## src/include/accl_pkg.sv

```systemverilog
package accl_pkg;
  // command codes on the command port
  localparam logic [7:0] CMD_RD_ENV5 = 8'he0;
  localparam logic [7:0] CMD_WR_ENV5 = 8'ha0;
  localparam logic [7:0] CMD_RD_ENV6 = 8'he1;
  localparam logic [7:0] CMD_WR_ENV6 = 8'ha1;
  localparam logic [7:0] CMD_RD_ENV7 = 8'he2;
  localparam logic [7:0] CMD_WR_ENV7 = 8'ha2;
  localparam logic [7:0] CMD_RD_CUN1 = 8'he3;
  localparam logic [7:0] CMD_WR_CUN1 = 8'ha3;
  localparam logic [7:0] CMD_RD_CUN2 = 8'he4;
  localparam logic [7:0] CMD_WR_CUN2 = 8'ha4;
  localparam logic [7:0] CMD_RD_CUN3 = 8'he5;
  localparam logic [7:0] CMD_WR_CUN3 = 8'ha5;
  localparam logic [7:0] CMD_RD_CUN4 = 8'he6;
  localparam logic [7:0] CMD_WR_CUN4 = 8'ha6;
  localparam logic [7:0] CMD_RD_CMP5 = 8'heb;
  localparam logic [7:0] CMD_WR_CMP5 = 8'hab;
  localparam logic [7:0] CMD_RD_LTC1 = 8'hed;
  localparam logic [7:0] CMD_RD_LTC2 = 8'hee;
  localparam logic [7:0] CMD_RD_LTC3 = 8'hef;
  localparam logic [7:0] CMD_RD_LTC4 = 8'hf0;
  localparam logic [7:0] CMD_CAPTURE = 8'h29;
  localparam logic [7:0] CMD_CLR_ENI = 8'h2d;
  localparam logic [7:0] CMD_CLR_ERI = 8'h2e;
  localparam logic [7:0] CMD_INTERP_LO = 8'h68;
  localparam logic [7:0] CMD_INTERP_HI = 8'h6d;
  localparam logic [31:0] ENV5_WMASK = 32'h0fff_ffff;
  localparam logic [31:0] ENV6_WMASK = 32'hffff_bfff;
  localparam logic [31:0] ENV5_RST = 32'h0000_0000;
  localparam logic [31:0] ENV6_RST = 32'h0000_0000;
  localparam logic [31:0] ENV7_RST = 32'h0000_0000;
  localparam int VIB_UNIT_CYC = 32;
  localparam int CNT_W = 28;
  localparam int DEV_W = 16;
  localparam logic [15:0] DEV_ABS_MAX = 16'h7fff;

  typedef struct packed {
    logic [3:0] rsvd;
    logic [3:0] zero_after_capture;
    logic irq_status_clear_policy;
    logic main_flag_clear_policy;
    logic [1:0] sync_input_axis;
    logic [3:0] sync_source_event;
    logic latch_by_command_only;
    logic third_latch_source;
    logic [1:0] latch_event_select;
    logic limit_stop_behaviour;
    logic [2:0] pre_run_pulse_count;
    logic [1:0] cmp5_match_action;
    logic [2:0] cmp5_condition_select;
    logic [2:0] cmp5_target_select;
  } accl_env5_t;

  typedef struct packed {
    logic [4:0] pulser_multiplier;
    logic [10:0] pulser_divider;
    logic pulser_stop_mode;
    logic rsvd;
    logic [1:0] feed_correction_mode;
    logic [11:0] correction_amount;
  } accl_env6_t;

  typedef struct packed {
    logic [15:0] forward_pulse_period;
    logic [15:0] reverse_pulse_period;
  } accl_env7_t;

  // count pulses on each source, one cycle each
  typedef struct packed {
    logic cmd_up;
    logic cmd_dn;
    logic enc_up;
    logic enc_dn;
    logic man_up;
    logic man_dn;
  } accl_pulses_t;

  typedef enum logic [1:0] {
    ACCL_ACT_NONE = 2'b00,
    ACCL_ACT_STOP = 2'b01,
    ACCL_ACT_DECEL = 2'b10,
    ACCL_ACT_OVERRIDE = 2'b11
  } accl_action_t;
endpackage

```

## src/rtl/accl_axis_config.sv

```systemverilog
`timescale 1ns/1ps
module accl_axis_config #(
  parameter int IRQ_W = 32
) (
  input wire logic clk_sys_i,
  input wire logic rst_i,
  input wire logic cmd_valid_i,
  input wire logic [7:0] cmd_code_i,
  input wire logic [31:0] cmd_wdata_i,
  output logic [31:0] rdata_o,
  input wire logic main_status_rd_i,
  input wire logic event_irq_rd_i,
  input wire logic error_irq_rd_i,
  input wire logic [IRQ_W-1:0] event_irq_wclr_i,
  input wire logic [IRQ_W-1:0] error_irq_wclr_i,
  input wire logic [IRQ_W-1:0] event_irq_set_i,
  input wire logic [IRQ_W-1:0] error_irq_set_i,
  input wire logic enable_irq_set_i,
  input wire logic error_irq_set_main_i,
  output logic enable_irq_flag_o,
  output logic error_irq_flag_o,
  output logic [IRQ_W-1:0] event_irq_status_o,
  output logic [IRQ_W-1:0] error_irq_status_o,
  input wire accl_pkg::accl_pulses_t pulses_i,
  input wire logic [1:0] counter2_source_select_i,
  input wire logic [1:0] deviation_pair_select_i,
  input wire logic [1:0] counter4_source_select_i,
  input wire logic [27:0] remaining_pulse_count_i,
  input wire logic [15:0] current_speed_step_i,
  input wire logic [7:0] operation_mode_code_i,
  input wire logic [7:0] run_command_i,
  input wire logic latch_trigger_input_i,
  input wire logic home_sensor_input_i,
  input wire logic end_limit_input_i,
  input wire logic start_cmd_i,
  input wire logic stop_cmd_i,
  input wire logic pulser_ctrl_i,
  input wire logic cmp1_match_i,
  input wire logic cmp2_match_i,
  input wire logic cmp3_match_i,
  input wire logic cmp4_match_i,
  input wire logic accel_start_i,
  input wire logic accel_end_i,
  input wire logic decel_start_i,
  input wire logic decel_end_i,
  input wire logic [3:0] axis_sync_i,
  output logic sync_out_o,
  output logic sync_in_o,
  output logic compare5_output_o,
  output logic stop_now_o,
  output logic decel_stop_o,
  output logic override_o,
  output logic [2:0] idle_pulses_o,
  output logic limit_hold_o,
  output logic limit_error_o,
  output logic pulser_flush_o,
  output logic [1:0] feed_correction_mode_o,
  output logic [11:0] correction_amount_o,
  output logic [10:0] pulser_divider_o,
  output logic [5:0] pulser_gain_o,
  output logic [20:0] reverse_period_cyc_o,
  output logic [20:0] forward_period_cyc_o
);
  accl_pkg::accl_env5_t env5_q;
  accl_pkg::accl_env6_t env6_q;
  accl_pkg::accl_env7_t env7_q;
  logic [27:0] cun1_q, cun2_q, cun4_q, cmp5_q;
  logic [15:0] cun3_q;
  logic [27:0] ltc1_q, ltc2_q, ltc4_q;
  logic [15:0] ltc3_q;
  logic ltc_in_q, org_in_q;
  logic cmp5_q_match, prev_match_q;
  logic [27:0] target;
  logic [1:0] tgt_dir;
  logic hw_latch, capture, limit_err_set;
  logic wr5, wr6, wr7;

  // signed net step from an up/down pair
  function automatic logic [1:0] step_of(input logic up, input logic dn);
    step_of = {dn & ~up, up ^ dn};
  endfunction

  function automatic logic [27:0] add_step(input logic [27:0] v, input logic [1:0] s);
    add_step = s[0] ? (s[1] ? v - 28'h1 : v + 28'h1) : v;
  endfunction

  function automatic logic [31:0] sx28(input logic [27:0] v);
    sx28 = {{4{v[27]}}, v};
  endfunction

  function automatic logic [31:0] sx16(input logic [15:0] v);
    sx16 = {{16{v[15]}}, v};
  endfunction

  assign wr5 = cmd_valid_i && cmd_code_i == accl_pkg::CMD_WR_ENV5;
  assign wr6 = cmd_valid_i && cmd_code_i == accl_pkg::CMD_WR_ENV6;
  assign wr7 = cmd_valid_i && cmd_code_i == accl_pkg::CMD_WR_ENV7;

  // reserved bits kept at zero regardless of what is written
  always_ff @(posedge clk_sys_i)
  begin
    if (rst_i)
    begin
      env5_q <= accl_pkg::ENV5_RST;
      env6_q <= accl_pkg::ENV6_RST;
      env7_q <= accl_pkg::ENV7_RST;
      cmp5_q <= '0;
    end
    else
    begin
      if (wr5)
        env5_q <= cmd_wdata_i & accl_pkg::ENV5_WMASK;
      if (wr6)
        env6_q <= cmd_wdata_i & accl_pkg::ENV6_WMASK;
      if (wr7)
        env7_q <= cmd_wdata_i;
      if (cmd_valid_i && cmd_code_i == accl_pkg::CMD_WR_CMP5)
        cmp5_q <= cmd_wdata_i[27:0];
    end
  end

  // counter steps per source
  logic [1:0] s_cmd, s_enc, s_man, s_c2, s_c3, s_c4;
  always_comb
  begin
    s_cmd = step_of(pulses_i.cmd_up, pulses_i.cmd_dn);
    s_enc = step_of(pulses_i.enc_up, pulses_i.enc_dn);
    s_man = step_of(pulses_i.man_up, pulses_i.man_dn);
    case (counter2_source_select_i)
      2'h0: s_c2 = s_enc;
      2'h1: s_c2 = s_cmd;
      2'h2: s_c2 = s_man;
      default: s_c2 = 2'h0;
    endcase
    case (counter4_source_select_i)
      2'h0: s_c4 = s_cmd;
      2'h1: s_c4 = s_enc;
      2'h2: s_c4 = s_man;
      default: s_c4 = 2'h0;
    endcase
    // difference: first of pair counts up, second counts down
    case (deviation_pair_select_i)
      2'h0: s_c3 = (s_cmd == s_enc) ? 2'h0 : (s_cmd[0] ? s_cmd : {~s_enc[1], 1'b1});
      2'h1: s_c3 = (s_cmd == s_man) ? 2'h0 : (s_cmd[0] ? s_cmd : {~s_man[1], 1'b1});
      2'h2: s_c3 = (s_enc == s_man) ? 2'h0 : (s_enc[0] ? s_enc : {~s_man[1], 1'b1});
      default: s_c3 = 2'h0;
    endcase
    // two simultaneous opposite-pair steps of same sign cancel; mixed sign ones rare, counted once
  end

  // comparator 5 target and direction
  always_comb
  begin
    target = '0;
    tgt_dir = 2'h0;
    case (env5_q.cmp5_target_select)
      3'h0: begin target = cun1_q; tgt_dir = s_cmd; end
      3'h1: begin target = cun2_q; tgt_dir = s_c2; end
      3'h2:
      begin
        target = {12'h0, cun3_q[15]
                  ? 16'(-cun3_q) - 16'(cun3_q == ~accl_pkg::DEV_ABS_MAX) : cun3_q};
        tgt_dir = s_c3;
      end
      3'h3: begin target = cun4_q; tgt_dir = s_c4; end
      3'h4: target = remaining_pulse_count_i;
      3'h5: target = {12'h0, current_speed_step_i};
      default: target = '0;
    endcase
  end

  always_comb
  begin
    case (env5_q.cmp5_condition_select)
      3'h1: cmp5_q_match = cmp5_q == target;
      3'h2: cmp5_q_match = (cmp5_q == target) && tgt_dir == 2'h1;
      3'h3: cmp5_q_match = (cmp5_q == target) && tgt_dir == 2'h3;
      3'h4: cmp5_q_match = $signed(cmp5_q) > $signed(target);
      3'h5: cmp5_q_match = $signed(cmp5_q) < $signed(target);
      default: cmp5_q_match = 1'b0;
    endcase
  end

  logic cmp5_rise;
  assign cmp5_rise = cmp5_q_match & ~prev_match_q;

  // match action outputs
  always_ff @(posedge clk_sys_i)
  begin
    if (rst_i)
    begin
      prev_match_q <= 1'b0;
      compare5_output_o <= 1'b0;
      stop_now_o <= 1'b0;
      decel_stop_o <= 1'b0;
      override_o <= 1'b0;
    end
    else
    begin
      prev_match_q <= cmp5_q_match;
      compare5_output_o <= cmp5_q_match;
      stop_now_o <= cmp5_rise && env5_q.cmp5_match_action == accl_pkg::ACCL_ACT_STOP;
      decel_stop_o <= cmp5_rise && env5_q.cmp5_match_action == accl_pkg::ACCL_ACT_DECEL;
      override_o <= cmp5_rise && env5_q.cmp5_match_action == accl_pkg::ACCL_ACT_OVERRIDE;
    end
  end

  // latching
  always_comb
  begin
    case (env5_q.latch_event_select)
      2'h0: hw_latch = latch_trigger_input_i & ~ltc_in_q;
      2'h1: hw_latch = home_sensor_input_i & ~org_in_q;
      2'h2: hw_latch = cmp4_match_i;
      default: hw_latch = cmp5_rise;
    endcase
    capture = (cmd_valid_i && cmd_code_i == accl_pkg::CMD_CAPTURE)
              || (hw_latch && !env5_q.latch_by_command_only);
  end

  always_ff @(posedge clk_sys_i)
  begin
    if (rst_i)
    begin
      ltc_in_q <= 1'b0;
      org_in_q <= 1'b0;
      ltc1_q <= '0;
      ltc2_q <= '0;
      ltc3_q <= '0;
      ltc4_q <= '0;
    end
    else
    begin
      ltc_in_q <= latch_trigger_input_i;
      org_in_q <= home_sensor_input_i;
      if (capture)
      begin
        ltc1_q <= cun1_q;
        ltc2_q <= cun2_q;
        ltc4_q <= cun4_q;
        ltc3_q <= env5_q.third_latch_source ? current_speed_step_i : cun3_q;
      end
    end
  end

  // counters; writes drop sign-extension bits
  always_ff @(posedge clk_sys_i)
  begin
    if (rst_i)
    begin
      cun1_q <= '0;
      cun2_q <= '0;
      cun3_q <= '0;
      cun4_q <= '0;
    end
    else
    begin
      if (cmd_valid_i && cmd_code_i == accl_pkg::CMD_WR_CUN1)
        cun1_q <= cmd_wdata_i[27:0];
      else if (capture && env5_q.zero_after_capture[0])
        cun1_q <= '0;
      else
        cun1_q <= add_step(cun1_q, s_cmd);
      if (cmd_valid_i && cmd_code_i == accl_pkg::CMD_WR_CUN2)
        cun2_q <= cmd_wdata_i[27:0];
      else if (capture && env5_q.zero_after_capture[1])
        cun2_q <= '0;
      else
        cun2_q <= add_step(cun2_q, s_c2);
      if (cmd_valid_i && cmd_code_i == accl_pkg::CMD_WR_CUN3)
        cun3_q <= cmd_wdata_i[15:0];
      else if (capture && env5_q.zero_after_capture[2])
        cun3_q <= '0;
      else
        cun3_q <= 16'(add_step({12'h0, cun3_q}, s_c3));
      if (cmd_valid_i && cmd_code_i == accl_pkg::CMD_WR_CUN4)
        cun4_q <= cmd_wdata_i[27:0];
      else if (capture && env5_q.zero_after_capture[3])
        cun4_q <= '0;
      else
        cun4_q <= add_step(cun4_q, s_c4);
    end
  end

  // internal sync
  logic sync_evt;
  always_comb
  begin
    case (env5_q.sync_source_event)
      4'h1: sync_evt = cmp1_match_i;
      4'h2: sync_evt = cmp2_match_i;
      4'h3: sync_evt = cmp3_match_i;
      4'h4: sync_evt = cmp4_match_i;
      4'h5: sync_evt = cmp5_rise;
      4'h8: sync_evt = accel_start_i;
      4'h9: sync_evt = accel_end_i;
      4'ha: sync_evt = decel_start_i;
      4'hb: sync_evt = decel_end_i;
      default: sync_evt = 1'b0;
    endcase
  end

  always_ff @(posedge clk_sys_i)
  begin
    if (rst_i)
    begin
      sync_out_o <= 1'b0;
      sync_in_o <= 1'b0;
    end
    else
    begin
      sync_out_o <= sync_evt;
      sync_in_o <= axis_sync_i[env5_q.sync_input_axis];
    end
  end

  // status flags; set wins over any clear
  logic main_rd_clr, ev_rd_clr, er_rd_clr;
  assign main_rd_clr = main_status_rd_i && !env5_q.main_flag_clear_policy;
  assign ev_rd_clr = event_irq_rd_i && !env5_q.irq_status_clear_policy;
  assign er_rd_clr = error_irq_rd_i && !env5_q.irq_status_clear_policy;

  always_ff @(posedge clk_sys_i)
  begin
    if (rst_i)
    begin
      enable_irq_flag_o <= 1'b0;
      error_irq_flag_o <= 1'b0;
      event_irq_status_o <= '0;
      error_irq_status_o <= '0;
    end
    else
    begin
      if (enable_irq_set_i)
        enable_irq_flag_o <= 1'b1;
      else if (main_rd_clr || (cmd_valid_i && cmd_code_i == accl_pkg::CMD_CLR_ENI))
        enable_irq_flag_o <= 1'b0;
      if (error_irq_set_main_i || limit_err_set)
        error_irq_flag_o <= 1'b1;
      else if (main_rd_clr || (cmd_valid_i && cmd_code_i == accl_pkg::CMD_CLR_ERI))
        error_irq_flag_o <= 1'b0;
      event_irq_status_o <= event_irq_set_i
        | (event_irq_status_o & ~event_irq_wclr_i & {IRQ_W{~ev_rd_clr}});
      error_irq_status_o <= error_irq_set_i
        | (error_irq_status_o & ~error_irq_wclr_i & {IRQ_W{~er_rd_clr}});
    end
  end

  // end limit in continuous modes; hold clears on reverse (behaviour 0) or on start (behaviour 1)
  logic cont_mode;
  assign cont_mode = operation_mode_code_i == 8'h01 || operation_mode_code_i == 8'h02;
  assign limit_err_set = cont_mode && end_limit_input_i && env5_q.limit_stop_behaviour
                         && !limit_hold_o;
  always_ff @(posedge clk_sys_i)
  begin
    if (rst_i)
    begin
      limit_hold_o <= 1'b0;
      limit_error_o <= 1'b0;
    end
    else
    begin
      if (cont_mode && end_limit_input_i && !limit_hold_o)
      begin
        limit_hold_o <= 1'b1;
        limit_error_o <= env5_q.limit_stop_behaviour;
      end
      else if (!end_limit_input_i || (env5_q.limit_stop_behaviour && start_cmd_i))
      begin
        // behaviour 0 leaves the hold once reverse motion takes it off the limit
        limit_hold_o <= limit_hold_o && env5_q.limit_stop_behaviour && !start_cmd_i;
        limit_error_o <= limit_error_o && !start_cmd_i;
      end
    end
  end

  // pulser stop handling
  always_ff @(posedge clk_sys_i)
  begin
    if (rst_i)
      pulser_flush_o <= 1'b0;
    else
      pulser_flush_o <= stop_cmd_i && pulser_ctrl_i && env6_q.pulser_stop_mode
        && !(run_command_i >= accl_pkg::CMD_INTERP_LO
             && run_command_i <= accl_pkg::CMD_INTERP_HI);
  end

  // configuration fan-out
  always_ff @(posedge clk_sys_i)
  begin
    if (rst_i)
    begin
      idle_pulses_o <= '0;
      feed_correction_mode_o <= '0;
      correction_amount_o <= '0;
      pulser_divider_o <= '0;
      pulser_gain_o <= '0;
      reverse_period_cyc_o <= '0;
      forward_period_cyc_o <= '0;
    end
    else
    begin
      idle_pulses_o <= (env5_q.pre_run_pulse_count == 3'h0) ? 3'h0
                       : env5_q.pre_run_pulse_count - 3'h1;
      // prohibited code 11 treated as no correction
      feed_correction_mode_o <= (env6_q.feed_correction_mode == 2'h3) ? 2'h0
                                : env6_q.feed_correction_mode;
      correction_amount_o <= env6_q.correction_amount;
      pulser_divider_o <= env6_q.pulser_divider;
      pulser_gain_o <= {1'b0, env6_q.pulser_multiplier} + 6'h1;
      reverse_period_cyc_o <= 21'(env7_q.reverse_pulse_period * accl_pkg::VIB_UNIT_CYC);
      forward_period_cyc_o <= 21'(env7_q.forward_pulse_period * accl_pkg::VIB_UNIT_CYC);
    end
  end

  // read data, registered; sign extension on counters
  always_ff @(posedge clk_sys_i)
  begin
    if (rst_i)
      rdata_o <= '0;
    else if (cmd_valid_i)
    begin
      if (cmd_code_i == accl_pkg::CMD_RD_ENV5)
        rdata_o <= env5_q;
      else if (cmd_code_i == accl_pkg::CMD_RD_ENV6)
        rdata_o <= env6_q;
      else if (cmd_code_i == accl_pkg::CMD_RD_ENV7)
        rdata_o <= env7_q;
      else if (cmd_code_i == accl_pkg::CMD_RD_CUN1)
        rdata_o <= sx28(cun1_q);
      else if (cmd_code_i == accl_pkg::CMD_RD_CUN2)
        rdata_o <= sx28(cun2_q);
      else if (cmd_code_i == accl_pkg::CMD_RD_CUN3)
        rdata_o <= sx16(cun3_q);
      else if (cmd_code_i == accl_pkg::CMD_RD_CUN4)
        rdata_o <= sx28(cun4_q);
      else if (cmd_code_i == accl_pkg::CMD_RD_CMP5)
        rdata_o <= sx28(cmp5_q);
      else if (cmd_code_i == accl_pkg::CMD_RD_LTC1)
        rdata_o <= sx28(ltc1_q);
      else if (cmd_code_i == accl_pkg::CMD_RD_LTC2)
        rdata_o <= sx28(ltc2_q);
      else if (cmd_code_i == accl_pkg::CMD_RD_LTC3)
        rdata_o <= env5_q.third_latch_source ? {16'h0, ltc3_q} : sx16(ltc3_q);
      else if (cmd_code_i == accl_pkg::CMD_RD_LTC4)
        rdata_o <= sx28(ltc4_q);
      else
        rdata_o <= '0;
    end
  end
endmodule // accl_axis_config

```

## config.mk

```make
export PLATFORM = sky130hd
export DESIGN_NAME = accl_axis_config
export DESIGN_NICKNAME = d
export VERILOG_FILES = /design/src/include/accl_pkg.sv /design/src/rtl/accl_axis_config.sv
export SDC_FILE = /design/constraint.sdc
export NUM_CORES = 1
export LEC_CHECK = 0
export BUFFER_PORTS_ARGS = -buffer_cell sky130_fd_sc_hd__buf_2
export CORE_MARGIN = 2
export CORE_UTILIZATION = 37
export DETAILED_ROUTE_END_ITERATION = 12
export HOLD_SLACK_MARGIN = 0.1
export SETUP_SLACK_MARGIN = 0.1
export SLEW_MARGIN = 20
export SYNTH_ARGS = -nofsm -noshare
export SYNTH_HDL_FRONTEND = slang
export SYNTH_SLANG_ARGS = --single-unit
```

## constraint.sdc

```tcl
create_clock -name clk_sys_i -period 7.45 [get_ports clk_sys_i]
set_clock_uncertainty 0.1 [all_clocks]
set_input_delay 0.745 -clock clk_sys_i [delete_from_list [all_inputs] [get_ports clk_sys_i]]
set_output_delay 0.745 -clock clk_sys_i [all_outputs]
set_load 0.01 [all_outputs]
```

; After elaboration in Yosys (flattened, before gate mapping)
; Index checks and enable logic that the tools add are counted.
; Widths: inputs -> output; s select.
[totals]
latch_bits = 0
mem_bits_ro = 0
in_bits = 266
mem_bits_rw = 0
regBits = 504
word_cells = 280
mem_count = 0
[classes]
bitwise = 27
mux = 55
n_div = 0
n_eq_ne = 63
n_reduce_logical = 64
add_sub_neg = 12
mul = 0
n_lt_le_gt_ge = 5
shifts = 0
[ops]
columns = op, n
row1 = $mux 32, 13
row2 = $mux 28, 12
row3 = $pmux 28 s6, 1
row4 = $eq 8x8->1 const B, 20
row5 = $and 32x32->32, 4
row6 = $mux 16, 6
row7 = $add 28x1->28 const B, 3
row8 = $sub 28x1->28 const B, 3
row9 = $not 32->32, 2
row10 = $or 32x32->32, 2
row11 = $logic_and 1x1->1, 36
row12 = $eq 28x28->1, 1
row13 = $gt 28x28->1, 1
row14 = $lt 28x28->1, 1
row15 = $eq 8x6->1 const B, 3
row16 = $pmux 2 s3, 3
row17 = $add 16x1->16 const B, 1
row18 = $eq 16x16->1 const B, 1
row19 = $eq 2x2->1 const B, 8
row20 = $eq 4x4->1 const B, 4
row21 = $neg 16->16, 1
row22 = $sub 16x1->16, 1
row23 = $sub 16x1->16 const B, 1
row24 = $eq 2x1->1 const B, 6
row25 = other kinds (31), 92

; Logic depth before layout (Yosys ltp)
[depth]
word_depth = 17
mapped_depth = 35
depth_no_buf = 32

; Worst setup path before layout
; No wires, ideal clock.
[synth_timing]
path_kind = reg-to-reg
start = register cun3_q[2]
end = register cun3_q[10]
arrival_ns = 5.640
stages_incl_launch_ff = 34
setup_slack_ns = 1.572
synth_period_minus_slack_ns = 5.878
setup_ns = 0.139
path_cell_list = dfxtp_1 -> inv_1 -> ha_1 -> nand4_1 -> nor2_1 -> nand4_1 -> ha_1 -> ha_1 -> inv_1 -> ha_1 -> o21bai_1 -> a21oi_1 -> o21bai_1 -> a21oi_1 -> o21bai_1 -> a311oi_1 -> o21bai_1 -> a21oi_1 -> o21ai_0 -> xor2_1 -> a21oi_1 -> ha_1 -> nand4_1 -> nor4_2 -> o311a_1 -> a211oi_2 -> mux2_1 -> o311ai_1 -> o31a_1 -> or2_1 -> buf_6 -> a211o_1 -> nor2_1 -> a211oi_2
[synth_between]
elab_chain_len = 14
elab_cells_between_ends = 23
classes_between = 4 x add/sub / 2 x order compare / 2 x eq/ne / 8 x mux / 1 x bitwise / 6 x reduce/logical
[synth_lines]
columns = item, line_no
row1 = "start, declared", accl_axis_config.sv:68  ; logic [15:0] cun3_q;
row2 = "start signal, assigned", accl_axis_config.sv:271  ; cun3_q <= cmd_wdata_i[15:0];
row3 = "start signal, assigned", accl_axis_config.sv:275  ; cun3_q <= 16'(add_step({12'h0, cun3_q}, s_c3));
row4 = branches (longest 14 deep; another with $lt 28x28->1), --
; Several ways; the timed one is not identified. The select of a mux whose other input is x is not followed.
; A chain may end at the register's enable or synchronous reset.

; Final worst setup path
[layout_timing]
start = register cun3_q[3]
end = register cun1_q[4]
[layout_between]
elab_chain_len = 14
elab_cells_between_ends = 19
classes_between = 2 x add/sub / 2 x order compare / 2 x eq/ne / 6 x mux / 1 x bitwise / 6 x reduce/logical
[layout_lines]
columns = item, line_no
row1 = $neg 16->16 or $eq 16x16->1 (tied branches), accl_axis_config.sv:162  ; ? 16'(-cun3_q) - 16'(cun3_q == ~accl_pkg::DEV_ABS_MAX) : cun3_q};
row2 = $sub 16x1->16, accl_axis_config.sv:162
row3 = $mux 16 (*), accl_axis_config.sv:162
row4 = $pmux 28 s6 (*), accl_axis_config.sv:156  ; case (env5_q.cmp5_target_select)
row5 = branches (longest 2 deep; another with $lt 28x28->1), --
row6 = $pmux 1 s5 (*), accl_axis_config.sv:174  ; case (env5_q.cmp5_condition_select)
row7 = $and 1x1->1 (*), accl_axis_config.sv:185  ; assign cmp5_rise = cmp5_q_match & ~prev_match_q;
row8 = $pmux 1 s3 (*), accl_axis_config.sv:211  ; case (env5_q.latch_event_select)
row9 = $logic_and 1x1->1 (*), accl_axis_config.sv:218  ; || (hw_latch && !env5_q.latch_by_command_only);
row10 = $logic_or 1x1->1 (*), accl_axis_config.sv:218
row11 = $logic_and 1x1->1 (*), accl_axis_config.sv:260  ; else if (capture && env5_q.zero_after_capture[0])
row12 = $mux 28, accl_axis_config.sv:260
row13 = $mux 28, accl_axis_config.sv:258  ; if (cmd_valid_i && cmd_code_i == accl_pkg::CMD_WR_CUN1)
row14 = "end signal, assigned", accl_axis_config.sv:259  ; cun1_q <= cmd_wdata_i[27:0];
row15 = "end signal, assigned", accl_axis_config.sv:263  ; cun1_q <= add_step(cun1_q, s_cmd);
row16 = "end, declared", accl_axis_config.sv:67  ; logic [27:0] cun1_q, cun2_q, cun4_q, cmp5_q;
; Mark *: on every way between the ends.

==> summary.txt <==
Detailed routing
  • Routed wire length per instance: 23.00 µm
  • DRC: 0
  • Final ANT Viol Nets: 0
  • Drt pass-1 iters: 6
  • WL final: 110,800 µm
  • Vias per cell: 5.748
  • Total number of vias: 27.68k
  • DR iter-0 viols: 3,184

Floorplan
  • Top Ports: 449
  • Row cnt: 99
  • Core ar.: 73,210 µm²
  • Initial Util: 37.52%
  • Total die area: 76,430 µm²
  • Die Ht: 276.5 µm
  • Chip width: 276.5 µm

Worst hold path
  • Worst Hold End: pulser_flush_o$_SDFF_PP0_
  • Type of the most critical hold path: primary input to flip-flop
  • Worst Min Path Start: run_command_i[3]
  • WHS Path Cells: 2

STA
  • Fmax: 0.1471 GHz
  • Final Hold Viols: 0
  • Min cycle time layout: 6.800 ns
  • Crit share post-route: 91.28%
  • Max-slew violations: 0
  • Slew margin rel.: 30.58%
  • Worst slew pin tran: 1.037 ns
  • Final setup fails: 0
  • RSZ-0062 raised after global routing: no
  • Setup TNS: 0 ns

Final layout
  • Synth-to-layout area growth: 19.18%
  • Layout cells sized above 1: 18.25%
  • Commonest non-fill, non-tap cell in the layout: dfxtp_1
  • # diodes: 0
  • Most frequent cells in the layout: 493 x dfxtp_1, 482 x nand2_1, 436 x buf_2, 417 x nor2_1, 285 x a21oi_1
  • Core Util, Final: 44.72%
  • Layout Nets: 4,231

Setup path
  • Worst r2r dst: cun1_q[4]$_SDFFE_PP0P_
  • CP most frequent cell: ha_1
  • Crit path required time: 7.90 ns
  • Crit end category: flip-flop
  • Crit Path Max Fanout: 14
  • Crit path DAT: 7.25 ns
  • R2R Path Start: cun3_q[3]$_SDFFE_PP0P_
  • Critical path's largest stage delay: 0.34 ns
  • Worst setup SP type: flip-flop
  • Reg-to-reg slack, setup: 0.65 ns
  • Worst r2r path cells: 36
  • Crit Path Class: flip-flop to flip-flop
  • Critical path's slowest cell: or2_4

Run status
  • Outcome: finished, final reports clean

Clock tree
  • CTS Buf Count: 57
  • CTS Sinks: 494
  • CTS tree: done
  • Clk Tree Root Cell: clkbuf_16
  • Clk slew on worst S/H paths: 0.06 ns
  • Clock latency on the worst-skew pair: 0.64 ns
  • H-tree level count: 2
  • Clock tree buffer depth: 3

Synthesis
  • Synthesized area: 27,470 µm²
  • Post-synth EDFFs: 0
  • Synth Warn #: 0
  • Post-synth top flop: dfxtp_1
  • Synth Instances: 3,432
  • Register bit total from synthesis: 494
  • Ys async rst share: 0%
  • Post-synth cell types: 92
  • Post-synthesis sequential area ratio: 36.00%
  • Mean Syn Cell Area: 8.003 µm²

Placement
  • Routability congestion estimate: 0.9664
  • Number of port buffers: 437
  • Post-DP HPWL: 81,760 µm

Power
  • Leakage dissipation: 14.01 nW
  • Max rail drop VDD: 0.0001808 V
  • Power Density: 229.9 nW/µm²
  • Power consumption: 0.007525 W

Global route
  • Global Route Usage Sum: 27.81%
  • Largest net degree at the start of global routing: 197
  • Gr ovfl total: 0
  • First-pass GRT wire length: 164,400 µm
  • Initial antenna violation count: 12
  • Vias in the first global route: 25.52k

Job
  • Max Cap Viol: 0
==> worst max-delay path by stage <==
stage | startpoint | endpoint | cells after the start
after floorplan | cun3_q[2]$_SDFFE_PP0P_ | cun3_q[10]$_SDFFE_PP0P_ | 33
after global placement | cun3_q[3]$_SDFFE_PP0P_ | cun2_q[3]$_SDFFE_PP0P_ | 34
after detailed placement | cun3_q[3]$_SDFFE_PP0P_ | cun2_q[24]$_SDFFE_PP0P_ | 34
after CTS | cun3_q[3]$_SDFFE_PP0P_ | cun2_q[3]$_SDFFE_PP0P_ | 34
after global routing | cun3_q[3]$_SDFFE_PP0P_ | cun1_q[4]$_SDFFE_PP0P_ | 36
final | cun3_q[3]$_SDFFE_PP0P_ | cun1_q[4]$_SDFFE_PP0P_ | 36
==> kinds of logic (layout without fill, tap and decap cells) <==
kind of cell             after synthesis  count (layout)  share of synthesized area, %
adder cells (fa/ha/maj)              154             154                         7.124
XOR/XNOR                             103             103                         3.284
AND/OR/NAND/NOR                     1242            1242                         19.63
multiplexers                         164             164                         6.345
buffers and inverters                344             760                         5.252
AO/OA/AOI/OAI                        930             930                         22.34
other                                  1              10                       0.01365
flip-flops                           494             494                         36.00
==> state kept, by name, indices dropped and copies added, names as in the netlist, 2 cells and up <==
| signal | flops |
|---|---|
| pulser_divider_o | 11 |
| cun1_q | 28 |
| ltc3_q | 16 |
| cun4_q | 28 |
| correction_amount_o | 12 |
| pulser_gain_o | 6 |
| ltc4_q | 28 |
| idle_pulses_o | 3 |
| error_irq_status_o | 32 |
| cun2_q | 28 |
| env7_q | 32 |
| ltc2_q | 28 |
| feed_correction_mode_o | 2 |
| reverse_period_cyc_o | 16 |
| rdata_o | 32 |
| ltc1_q | 28 |
| event_irq_status_o | 32 |
| cun3_q | 16 |
| forward_period_cyc_o | 16 |
| env6_q | 31 |
| env5_q | 28 |
| cmp5_q | 28 |
==> cell usage after synthesis (all sizes together) (50+ instances only) <==
library cell | instances | share of area, %
nand3 | 64 | 1.2
o21ai | 153 | 2.8
nor2 | 430 | 5.9
clkbuf | 162 | 2.3
a31oi | 84 | 2.0
a21oi | 288 | 5.3
mux2i | 146 | 5.3
a211oi | 69 | 2.1
buf | 55 | 1.2
dfxtp | 494 | 36
nor3 | 65 | 1.2
inv | 124 | 1.7
nand2 | 485 | 6.6
nor2b | 86 | 2.0
ha | 150 | 6.8
xor2 | 50 | 1.6
xnor2 | 53 | 1.7
==> area by class of cell <==
| type | instances | area (µm²) |
|---|---|---|
| Sequential cell | 494 | 9891 |
| Multi-Input combinational cell | 2603 | 16270 |
| Fill cell | 7210 | 40470 |
| Tap cell | 959 | 1200 |
| Clock buffer | 76 | 1639 |
| Clock inverter | 29 | 319.1 |
| Inverter | 127 | 476.7 |
| Timing Repair Buffer | 528 | 2943 |
==> power breakdown <==
part,total [W],internal [W],switching [W]
combinational,0.00164,0.000669,0.000974
sequential,0.00294,0.00278,0.000164
clock,0.00294,0.00172,0.00122
==> routing by layer <==
| metal | GRT usage (%) | share of wire (%) |
|---|---|---|
| met4 | 10.09 | 3.7 |
| met2 | 43.48 | 44 |
| met5 | 0 | 0.10 |
| met1 | 38.40 | 43 |
| met3 | 4.665 | 9.1 |
==> timing repair <==
action / CTS / global route
gates resized for setup: 0 / 3
hold buffers: 0 / 0
hold endpoints to repair: 0 / 0
setup endpoints to repair: 0 / 52
buffers inserted: 0 / 0
==> worst max-delay path, delay by kind of cell (launching register included) <==
| family | cells | cell delay (ns) |
|---|---|---|
| adder cells (fa/ha/maj) | 5 | 1.09 |
| XOR/XNOR | 1 | 0.16 |
| AND/OR/NAND/NOR | 6 | 1.16 |
| flip-flops | 1 | 0.31 |
| buffers and inverters | 6 | 0.91 |
| multiplexers | 1 | 0.21 |
| AO/OA/AOI/OAI | 17 | 2.76 |
==> stage by stage <==
stage / worst slack (ns) / area [µm²] / hold WS [ns] / instances
2_1_floorplan: 1.572 / 27500 / 0.3292 / 3441
3_3_place_gp: 0.4981 / 30760 / 0.3439 / 4711
3_5_place_dp: 0.4749 / 30760 / 0.3543 / 4711
4_1_cts: 0.4562 / 32720 / 0.1911 / 4816
5_1_grt: 0.1377 / 32740 / 0.2092 / 4816
6_report: 0.6500 / 32740 / 0.2117 / 4816
(Power assumes the default switching activity.)
